===== src/cmpreg_params.svh =====
// Purpose: Offsets, field positions and reset values of the comparator registers
// Assumes: 8-bit special function register bus
// Notes: Definitions only
`ifndef CMPREG_PARAMS_SVH
`define CMPREG_PARAMS_SVH
`define CMPREG_CTRL_ADDR 8'h9a
`define CMPREG_MODE_ADDR 8'h9c
`define CMPREG_MUX_ADDR 8'h9f
`define CMPREG_CTRL_RST 8'h00
`define CMPREG_MODE_RST 8'h02
`define CMPREG_MUX_RST 8'h00
`define CMPREG_EN_BIT 7
`define CMPREG_OUT_BIT 6
`define CMPREG_RISE_BIT 5
`define CMPREG_FALL_BIT 4
`define CMPREG_HYP_MSB 3
`define CMPREG_HYP_LSB 2
`define CMPREG_HYN_MSB 1
`define CMPREG_HYN_LSB 0
`define CMPREG_NSEL_MSB 6
`define CMPREG_NSEL_LSB 4
`define CMPREG_PSEL_MSB 2
`define CMPREG_PSEL_LSB 0
`define CMPREG_RIE_BIT 5
`define CMPREG_FIE_BIT 4
`define CMPREG_MD_MSB 1
`define CMPREG_MD_LSB 0
`endif


===== src/cmpreg_pkg.sv =====
// Purpose: Types shared by the comparator register bank
// Assumes: Nothing beyond the header
// Notes: Carries the settings that go to the analog core
package cmpreg_pkg;
  typedef struct packed {
    logic cmpOn;
    logic [1:0] posHystSel;
    logic [1:0] negHystSel;
    logic [2:0] posInputSel;
    logic [2:0] negInputSel;
    logic [1:0] responseSpeedSel;
  } cmpreg_core_cfg_t;
endpackage


===== src/cmpreg_top.sv =====
// Purpose: Control and status registers of the second analog comparator
// Assumes: Single-cycle SFR bus, write strobe and read strobe on clk
// Notes: Raw comparator output is asynchronous and is synchronised here
// Overview of operation
// - Control bit 7 enables the comparator
// - Control bit 6 reads the comparator result
// - Control bit 5 is rising-edge flag
// - Control bit 4 is falling-edge flag
// - Control bits 3-2 select positive hysteresis
// - Control bits 1-0 select negative hysteresis
// - Mux bits 6-4 select negative input
// - Mux bits 2-0 select positive input
// - Mux bits 7 and 3 read zero
// - Mode bits 7-6 read zero
// - Mode bit 5 enables rising interrupt
// - Mode bit 4 enables falling interrupt
// - Mode bits 1-0 drive response time mode
// - Edges set flags until software clears
// - Disabled comparator drives port output low
// - Port gets synchronous and raw outputs
`timescale 1ns/1ps
`include "cmpreg_params.svh"
module cmpreg_top
  import cmpreg_pkg::*;
(
  input wire logic clk,
  input wire logic rst_b,
  input wire logic [7:0] sfrAddr,
  input wire logic [7:0] sfrWdata,
  input wire logic sfrWr,
  input wire logic sfrRd,
  output logic [7:0] sfrRdata,
  output logic sfrSel,
  input wire logic cmpRawIn,
  output cmpreg_core_cfg_t coreCfg,
  output logic cmpPortSync,
  output logic cmpPortAsync,
  output logic riseIrq,
  output logic fallIrq
);
  // Register state
  logic [7:0] ctrl_reg;
  logic [7:0] ctrl_next;
  logic [7:0] mode_reg;
  logic [7:0] mode_next;
  logic [7:0] mux_reg;
  logic [7:0] mux_next;
  logic [7:0] rdata_reg;
  logic [7:0] rdata_next;

  // Synchroniser and edge detector state
  logic sync1_reg;
  logic sync2_reg;
  logic prev_reg;

  // Sticky edge flags, entry 0 falling, entry 1 rising
  logic [1:0] flag_reg;
  logic [1:0] flag_next;
  logic [1:0] edgeEvt;
  logic [1:0] flagClear;
  logic [1:0] irqEn;

  // Address decode
  wire selCtrl = (sfrAddr == `CMPREG_CTRL_ADDR);
  wire selMode = (sfrAddr == `CMPREG_MODE_ADDR);
  wire selMux = (sfrAddr == `CMPREG_MUX_ADDR);
  wire wrCtrl = sfrWr && selCtrl;
  wire wrMode = sfrWr && selMode;
  wire wrMux = sfrWr && selMux;
  wire [2:0] rdSel = {selMux, selMode, selCtrl};

  // Edge events on the synchronised result
  wire riseEvt = sync2_reg && !prev_reg;
  wire fallEvt = !sync2_reg && prev_reg;
  wire cmpEnabled = ctrl_reg[`CMPREG_EN_BIT];

  // Write data fields
  wire wdEn = sfrWdata[`CMPREG_EN_BIT];
  wire [1:0] wdPosHyst = sfrWdata[`CMPREG_HYP_MSB:`CMPREG_HYP_LSB];
  wire [1:0] wdNegHyst = sfrWdata[`CMPREG_HYN_MSB:`CMPREG_HYN_LSB];
  wire wdRiseIrqEn = sfrWdata[`CMPREG_RIE_BIT];
  wire wdFallIrqEn = sfrWdata[`CMPREG_FIE_BIT];
  wire [1:0] wdSpeed = sfrWdata[`CMPREG_MD_MSB:`CMPREG_MD_LSB];
  wire [2:0] wdNegInput = sfrWdata[`CMPREG_NSEL_MSB:`CMPREG_NSEL_LSB];
  wire [2:0] wdPosInput = sfrWdata[`CMPREG_PSEL_MSB:`CMPREG_PSEL_LSB];

  // Values taken by a write; spare and read-only bits stay zero
  assign ctrl_next = {wdEn, 3'h0, wdPosHyst, wdNegHyst};

  assign mode_next = {2'h0, wdRiseIrqEn, wdFallIrqEn, 2'h0, wdSpeed};

  assign mux_next = {1'h0, wdNegInput, 1'h0, wdPosInput};

  // Register fields
  wire [1:0] posHystSel = ctrl_reg[`CMPREG_HYP_MSB:`CMPREG_HYP_LSB];
  wire [1:0] negHystSel = ctrl_reg[`CMPREG_HYN_MSB:`CMPREG_HYN_LSB];
  wire [2:0] negInputSel = mux_reg[`CMPREG_NSEL_MSB:`CMPREG_NSEL_LSB];
  wire [2:0] posInputSel = mux_reg[`CMPREG_PSEL_MSB:`CMPREG_PSEL_LSB];
  wire [1:0] responseSpeedSel = mode_reg[`CMPREG_MD_MSB:`CMPREG_MD_LSB];
  wire riseIrqEn = mode_reg[`CMPREG_RIE_BIT];
  wire fallIrqEn = mode_reg[`CMPREG_FIE_BIT];

  // Read views
  wire [7:0] ctrlView = {cmpEnabled, sync2_reg, flag_reg[1], flag_reg[0],
    posHystSel, negHystSel};

  wire [7:0] modeView = {2'h0, riseIrqEn, fallIrqEn, 2'h0,
    responseSpeedSel};

  wire [7:0] muxView = {1'h0, negInputSel, 1'h0,
    posInputSel};

  // Unmapped addresses read as zero
  wire [7:0] rdMux = ({8{rdSel[0]}} & ctrlView) |
    ({8{rdSel[1]}} & modeView) |
    ({8{rdSel[2]}} & muxView);

  assign rdata_next = sfrRd ? rdMux : rdata_reg;

  // Two-stage synchroniser, then edge history
  always_ff @(posedge clk or negedge rst_b) begin
    if (!rst_b) begin
      sync1_reg <= 1'h0;
      sync2_reg <= 1'h0;
      prev_reg <= 1'h0;
    end else begin
      sync1_reg <= cmpRawIn;
      sync2_reg <= sync1_reg;
      prev_reg <= sync2_reg;
    end
  end

  assign edgeEvt = {riseEvt, fallEvt};

  genvar flagIdx;
  generate
    for (flagIdx = 0; flagIdx < 2; flagIdx++) begin : g_flag
      // A written 0 clears, a written 1 leaves the flag alone
      assign flagClear[flagIdx] = wrCtrl && !sfrWdata[`CMPREG_FALL_BIT + flagIdx];

      // Set wins over a software clear in the same cycle
      assign flag_next[flagIdx] = edgeEvt[flagIdx] ||
        (flag_reg[flagIdx] && !flagClear[flagIdx]);

      always_ff @(posedge clk or negedge rst_b) begin
        if (!rst_b) begin
          flag_reg[flagIdx] <= 1'h0;
        end else begin
          flag_reg[flagIdx] <= flag_next[flagIdx];
        end
      end
    end
  endgenerate

  always_ff @(posedge clk or negedge rst_b) begin
    if (!rst_b) begin
      ctrl_reg <= `CMPREG_CTRL_RST;
    end else if (wrCtrl) begin
      ctrl_reg <= ctrl_next;
    end
  end

  always_ff @(posedge clk or negedge rst_b) begin
    if (!rst_b) begin
      mode_reg <= `CMPREG_MODE_RST;
    end else if (wrMode) begin
      mode_reg <= mode_next;
    end
  end

  always_ff @(posedge clk or negedge rst_b) begin
    if (!rst_b) begin
      mux_reg <= `CMPREG_MUX_RST;
    end else if (wrMux) begin
      mux_reg <= mux_next;
    end
  end

  always_ff @(posedge clk or negedge rst_b) begin
    if (!rst_b) begin
      rdata_reg <= 8'h00;
    end else begin
      rdata_reg <= rdata_next;
    end
  end

  // Bus outputs
  assign sfrRdata = rdata_reg;
  assign sfrSel = |rdSel;

  // Settings for the analog core
  assign coreCfg = '{
    cmpOn: cmpEnabled,
    posHystSel: posHystSel,
    negHystSel: negHystSel,
    posInputSel: posInputSel,
    negInputSel: negInputSel,
    responseSpeedSel: responseSpeedSel
  };

  // Port outputs, low while disabled
  assign cmpPortSync = cmpEnabled && sync2_reg;
  assign cmpPortAsync = cmpEnabled && cmpRawIn;

  // Interrupt requests
  assign irqEn = {riseIrqEn, fallIrqEn};
  assign riseIrq = flag_reg[1] && irqEn[1];
  assign fallIrq = flag_reg[0] && irqEn[0];
endmodule // cmpreg_top


===== config.mk =====
export PLATFORM = sky130hd
export DESIGN_NAME = cmpreg_top
export DESIGN_NICKNAME = d
export VERILOG_FILES = /design/src/cmpreg_pkg.sv /design/src/cmpreg_top.sv
export VERILOG_INCLUDE_DIRS = /design/src
export SDC_FILE = /design/constraint.sdc
export NUM_CORES = 1
export LEC_CHECK = 0
export ABC_AREA = 1
export BUFFER_PORTS_ARGS = -buffer_cell sky130_fd_sc_hd__clkbuf_2
export CAP_MARGIN = 30
export CORE_ASPECT_RATIO = 1.75
export CORE_UTILIZATION = 49
export DETAILED_ROUTE_END_ITERATION = 6
export GPL_ROUTABILITY_DRIVEN = 0
export PLACE_DENSITY = 0.8
export SYNTH_ARGS = -nofsm -noshare
export SYNTH_HDL_FRONTEND = slang
export SYNTH_SLANG_ARGS = --single-unit

===== constraint.sdc =====
create_clock -name clk -period 1.7 [get_ports clk]
set_input_delay 0.51 -clock clk [delete_from_list [all_inputs] [get_ports clk]]
set_output_delay 0.51 -clock clk [all_outputs]
set_load 0.03 [all_outputs]

-- After elaboration in Yosys (flattened, before gate mapping)
Index checks and enable logic that the tools add are counted.
- flip-flop bits (word level): 28
- logic and storage cells: 39
- bitwise logic cells: 5
- equal/unequal tests: 3
- reduce and logical (&&, ||, !) cells: 22
- operators by type and width (kind ; count):
    == test 8 bit (second input constant) ; 3
    bitwise OR 8 bit ; 2
    logical AND 1 bit ; 13
    AND 8 x 6 -> 8 bit ; 1
    AND 8 x 7 -> 8 bit ; 1
    AND 8 bit ; 1
    logical NOT 1 bit ; 6
    OR reduction 3 bit ; 1
    logical OR 1 bit ; 2

-- Depth between registers and ports, before layout
- depth in word-level cells: 6
- gate-level depth with buffers: 8
- gate-level depth less buffers: 7

-- Worst setup path after synthesis
OpenSTA, ideal clock, no wires.
- kind: input -> output
- start: input port sfrAddr[6]
- end: output port sfrSel
- path buffers: 0
- setup slack: -0.048 ns
- arrival time: 1.238 ns
- stages on the path: 5
- data required time: 1.190 ns
- cells stage by stage: inv_1 > nand2_2 > nor2_8 > and2_4 > nand3b_1
- longest elaborated chain between the ends: 2
- elaborated cells on any way between the ends: 4
- classes of those cells: eq/ne: 3; reduce/logical: 1
- ends and longest elaborated chain (item ; line ; source):
    start, declared ; cmpreg_top.sv:28 ; input wire logic [7:0] sfrAddr,
    == test 8 bit (no source line) ; n/a ;
    OR reduction 3 bit * ; cmpreg_top.sv:189 ; assign sfrSel = |rdSel;
    end, declared ; cmpreg_top.sv:33 ; output logic sfrSel,
Mark *: on every way between the ends. The rest lies on a longest branch, timed or not.

-- Worst setup path after layout
- start: input port sfrAddr[0]
- end: output port sfrSel
The elaborated chain is that of the path after synthesis.

==> results.cfg <==
[yosys]
synth_cells = 167
synthFlopType = dfrtp_1
synth_top_area_share_pct = 47.66
synth-seq-area-share_pct = 49.51
synth_edf_count = 0
avgSynthCellArea_um2 = 8.489
ys_async_sr_fraction_pct = 100.0
mappedNetlistArea_um2 = 1418
yosys_warnings = 0
synth_area_leader_cell = dfrtp_1
synth_area_leaders = dfrtp_1, nand2_1, nand3_1, inv_1, buf_4
synth_fp_nets = 188
synth_cell_type_count = 23
yosys_register_bits = 28

[cells_and_area]
largest_reg_flops = 8
nFillCells = 237
area_growth_pct = 30.80
layout_common_cells = nand2_1, clkbuf_2, dfrtp_1
drive_gt1_share_pct = 39.55
instances_no_fill = 247
mostFrequentLayoutCell = nand2_1
nets = 242
diodes = 0

[sta]
max_freq_mhz = 557.8
rsz0062_at_grt = yes
fin_crit_sh_pct = 105.5
tns_ns = -0.09271
slew_headroom_pct = 76.00
setup-violations-final = 1
tightestPinTransition_ns = 0.3601
period_minus_slack_ns = 1.793
fin_ws_ns = -0.09271
finalHoldViolCount = 0
hold_slack_ns = 0.2148
slew_violations = 0
finClkSkew_ns = 0.002301

[global_route]
grt_pass1_wl_um = 5361
met1_usage_pct = 27.83
antenna_found_initial = 0
grt_use_total_pct = 22.77
grt_pass1_vias = 1229
grt_max_degree = 29
busiest_layer = met2
grt_use_met3_pct = 3.960
grtUsageMet2_pct = 38.38
grt.overflow.total = 0

[clocking]
cts_tree = done
cts.sinks = 28
cts.clk_slew.worst_paths_ns = 0.09
h-tree-depth = 1
cts_hold_buf = 0
cts_buffer_depth = 2
clock_latency_ns = 0.28
clockRootBuffer = clkbuf_8
numCtsBuffers = 3

[placement]
hpwl_um = 2343
port_buffers = 46
dp.cells = 241

[critical_path]
reg2reg_depth = 4
startpoint_type = primary input
crit_fanout = 2
critPathRequiredTime_ns = 1.19
arrival_ns = 1.28
critical_path_class = primary input to output port
end_kind = output port

[die]
pin_count = 47
die_w_um = 42.66
initial_core_util_pct = 52.09
num_rows = 25
die_y_um = 73.16
die_area_um2 = 3121
fp.coreArea_um2 = 2721

[routing]
ant_nets = 0
viasPerCell = 5.138
wl_um = 3144
drc = 0
vias = 1269
dr.pass1.iters = 4
drt_iter0_markers = 36
routedWlPerCell_um = 12.73

[power_and_ir_drop]
p_int_uw = 1088
powerDensity_nw_per_um2 = 793.8
p_clk_share_pct = 35.9
vdd_drop_max_mv = 0.5154
leakage_uw = 0.001067
switching_share_pct = 26.09
pwr-share-comb_pct = 15.4
p_seq_share_pct = 48.7
switching_power_uw = 384.0

[status]
violations = negative setup slack
outcome = finished, violations left

[run]
drv_cap = 0

[min_path]
hp-class = primary input to asynchronous set/reset pin
==> worst max-delay path: stages <==
cell and delay, ns:
clkbuf_2 0.09, inv_2 0.06, nand2_2 0.06, nor2_4 0.12, and2_4 0.15, nand3b_1 0.12, clkbuf_8 0.17
==> stage by stage <==
step / instance area (µm²) / utilization (%) / total power, µW / worst slack, ns
floorplan: 1455 / - / 864.3 / -0.01893
global placement: 1723 / 63.31 / 942.8 / -0.2105
detailed placement: 1723 / 63.31 / 947.0 / -0.2245
CTS: 1854 / 68.14 / 1472 / -0.08077
global route: 1854 / 68.14 / 1524 / -0.1345
finish: 1854 / 68.14 / 1472 / -0.09271
==> cell usage after synthesis, types with 2 or more instances <==
library cell / instances
o21a_1: 2
o21ai_0: 8
dfrtp_1: 27
inv_1: 17
nor2_4: 2
nand2_1: 50
buf_4: 7
nor2_1: 13
nor2_8: 2
nand2_2: 4
buf_6: 2
o21ai_2: 4
nand3_1: 16
o21ai_1: 4
==> final timing paths <==
check                           slack [ns]        start     endpoint
min in group clk                      0.34     cmpRawIn    sync1_reg
worst min-delay path                  0.21        rst_b  mode_reg[0]
worst max-delay path                 -0.09   sfrAddr[0]       sfrSel
worst max register to register        0.82  mode_reg[1]  sfrRdata[1]
worst min register to register        0.36    sync1_reg    sync2_reg
max in group asynchronous             1.18        rst_b  mode_reg[1]
==> power groups by stage <==
stage	Combinational (µW)	Clock [µW]	Sequential, µW
after global routing	247	556	721
final	227	528	717
after floorplan	109	0	756
after CTS	228	527	717
after global placement	214	0	729
after detailed placement	216	0	731
==> cell families (layout without fill, tap and decap cells) <==
logic type / Yosys count / count (layout) / share of synthesized area (%)
AOI/OAI and AO/OA: 19 / 19 / 8.385
buffers and inverters: 27 / 80 / 10.06
DFF: 28 / 28 / 49.52
and+or+nand+nor: 93 / 93 / 32.04
==> metal layers <==
layer | wire length [µm] | part of all wire [%]
met1 | 1230 | 39
met2 | 1670 | 53
met3 | 180 | 5.7
met4 | 62 | 2.0
met5 | 0 | 0
==> timing repair <==
action | CTS | global route
endpoints found under the setup margin | 1 | 1
pin swaps | 5 | 0
setup buffers | 2 | 0
hold endpoints to repair | 0 | 0
gates resized for setup | 10 | 0
==> layout make-up <==
cell class              instances  area [µm²]  area share [%]
well taps                      27       33.78           1.822
clock buffers                   3       41.29           2.227
repair buffers                 59       365.4           19.70
flip-flops and latches         28       701.9           37.85
clock inverters                 1       30.03           1.619
inverters                      17       87.58           4.723
multi-input cells             112       594.3           32.05
No activity file was read; power rests on OpenSTA's default activity.
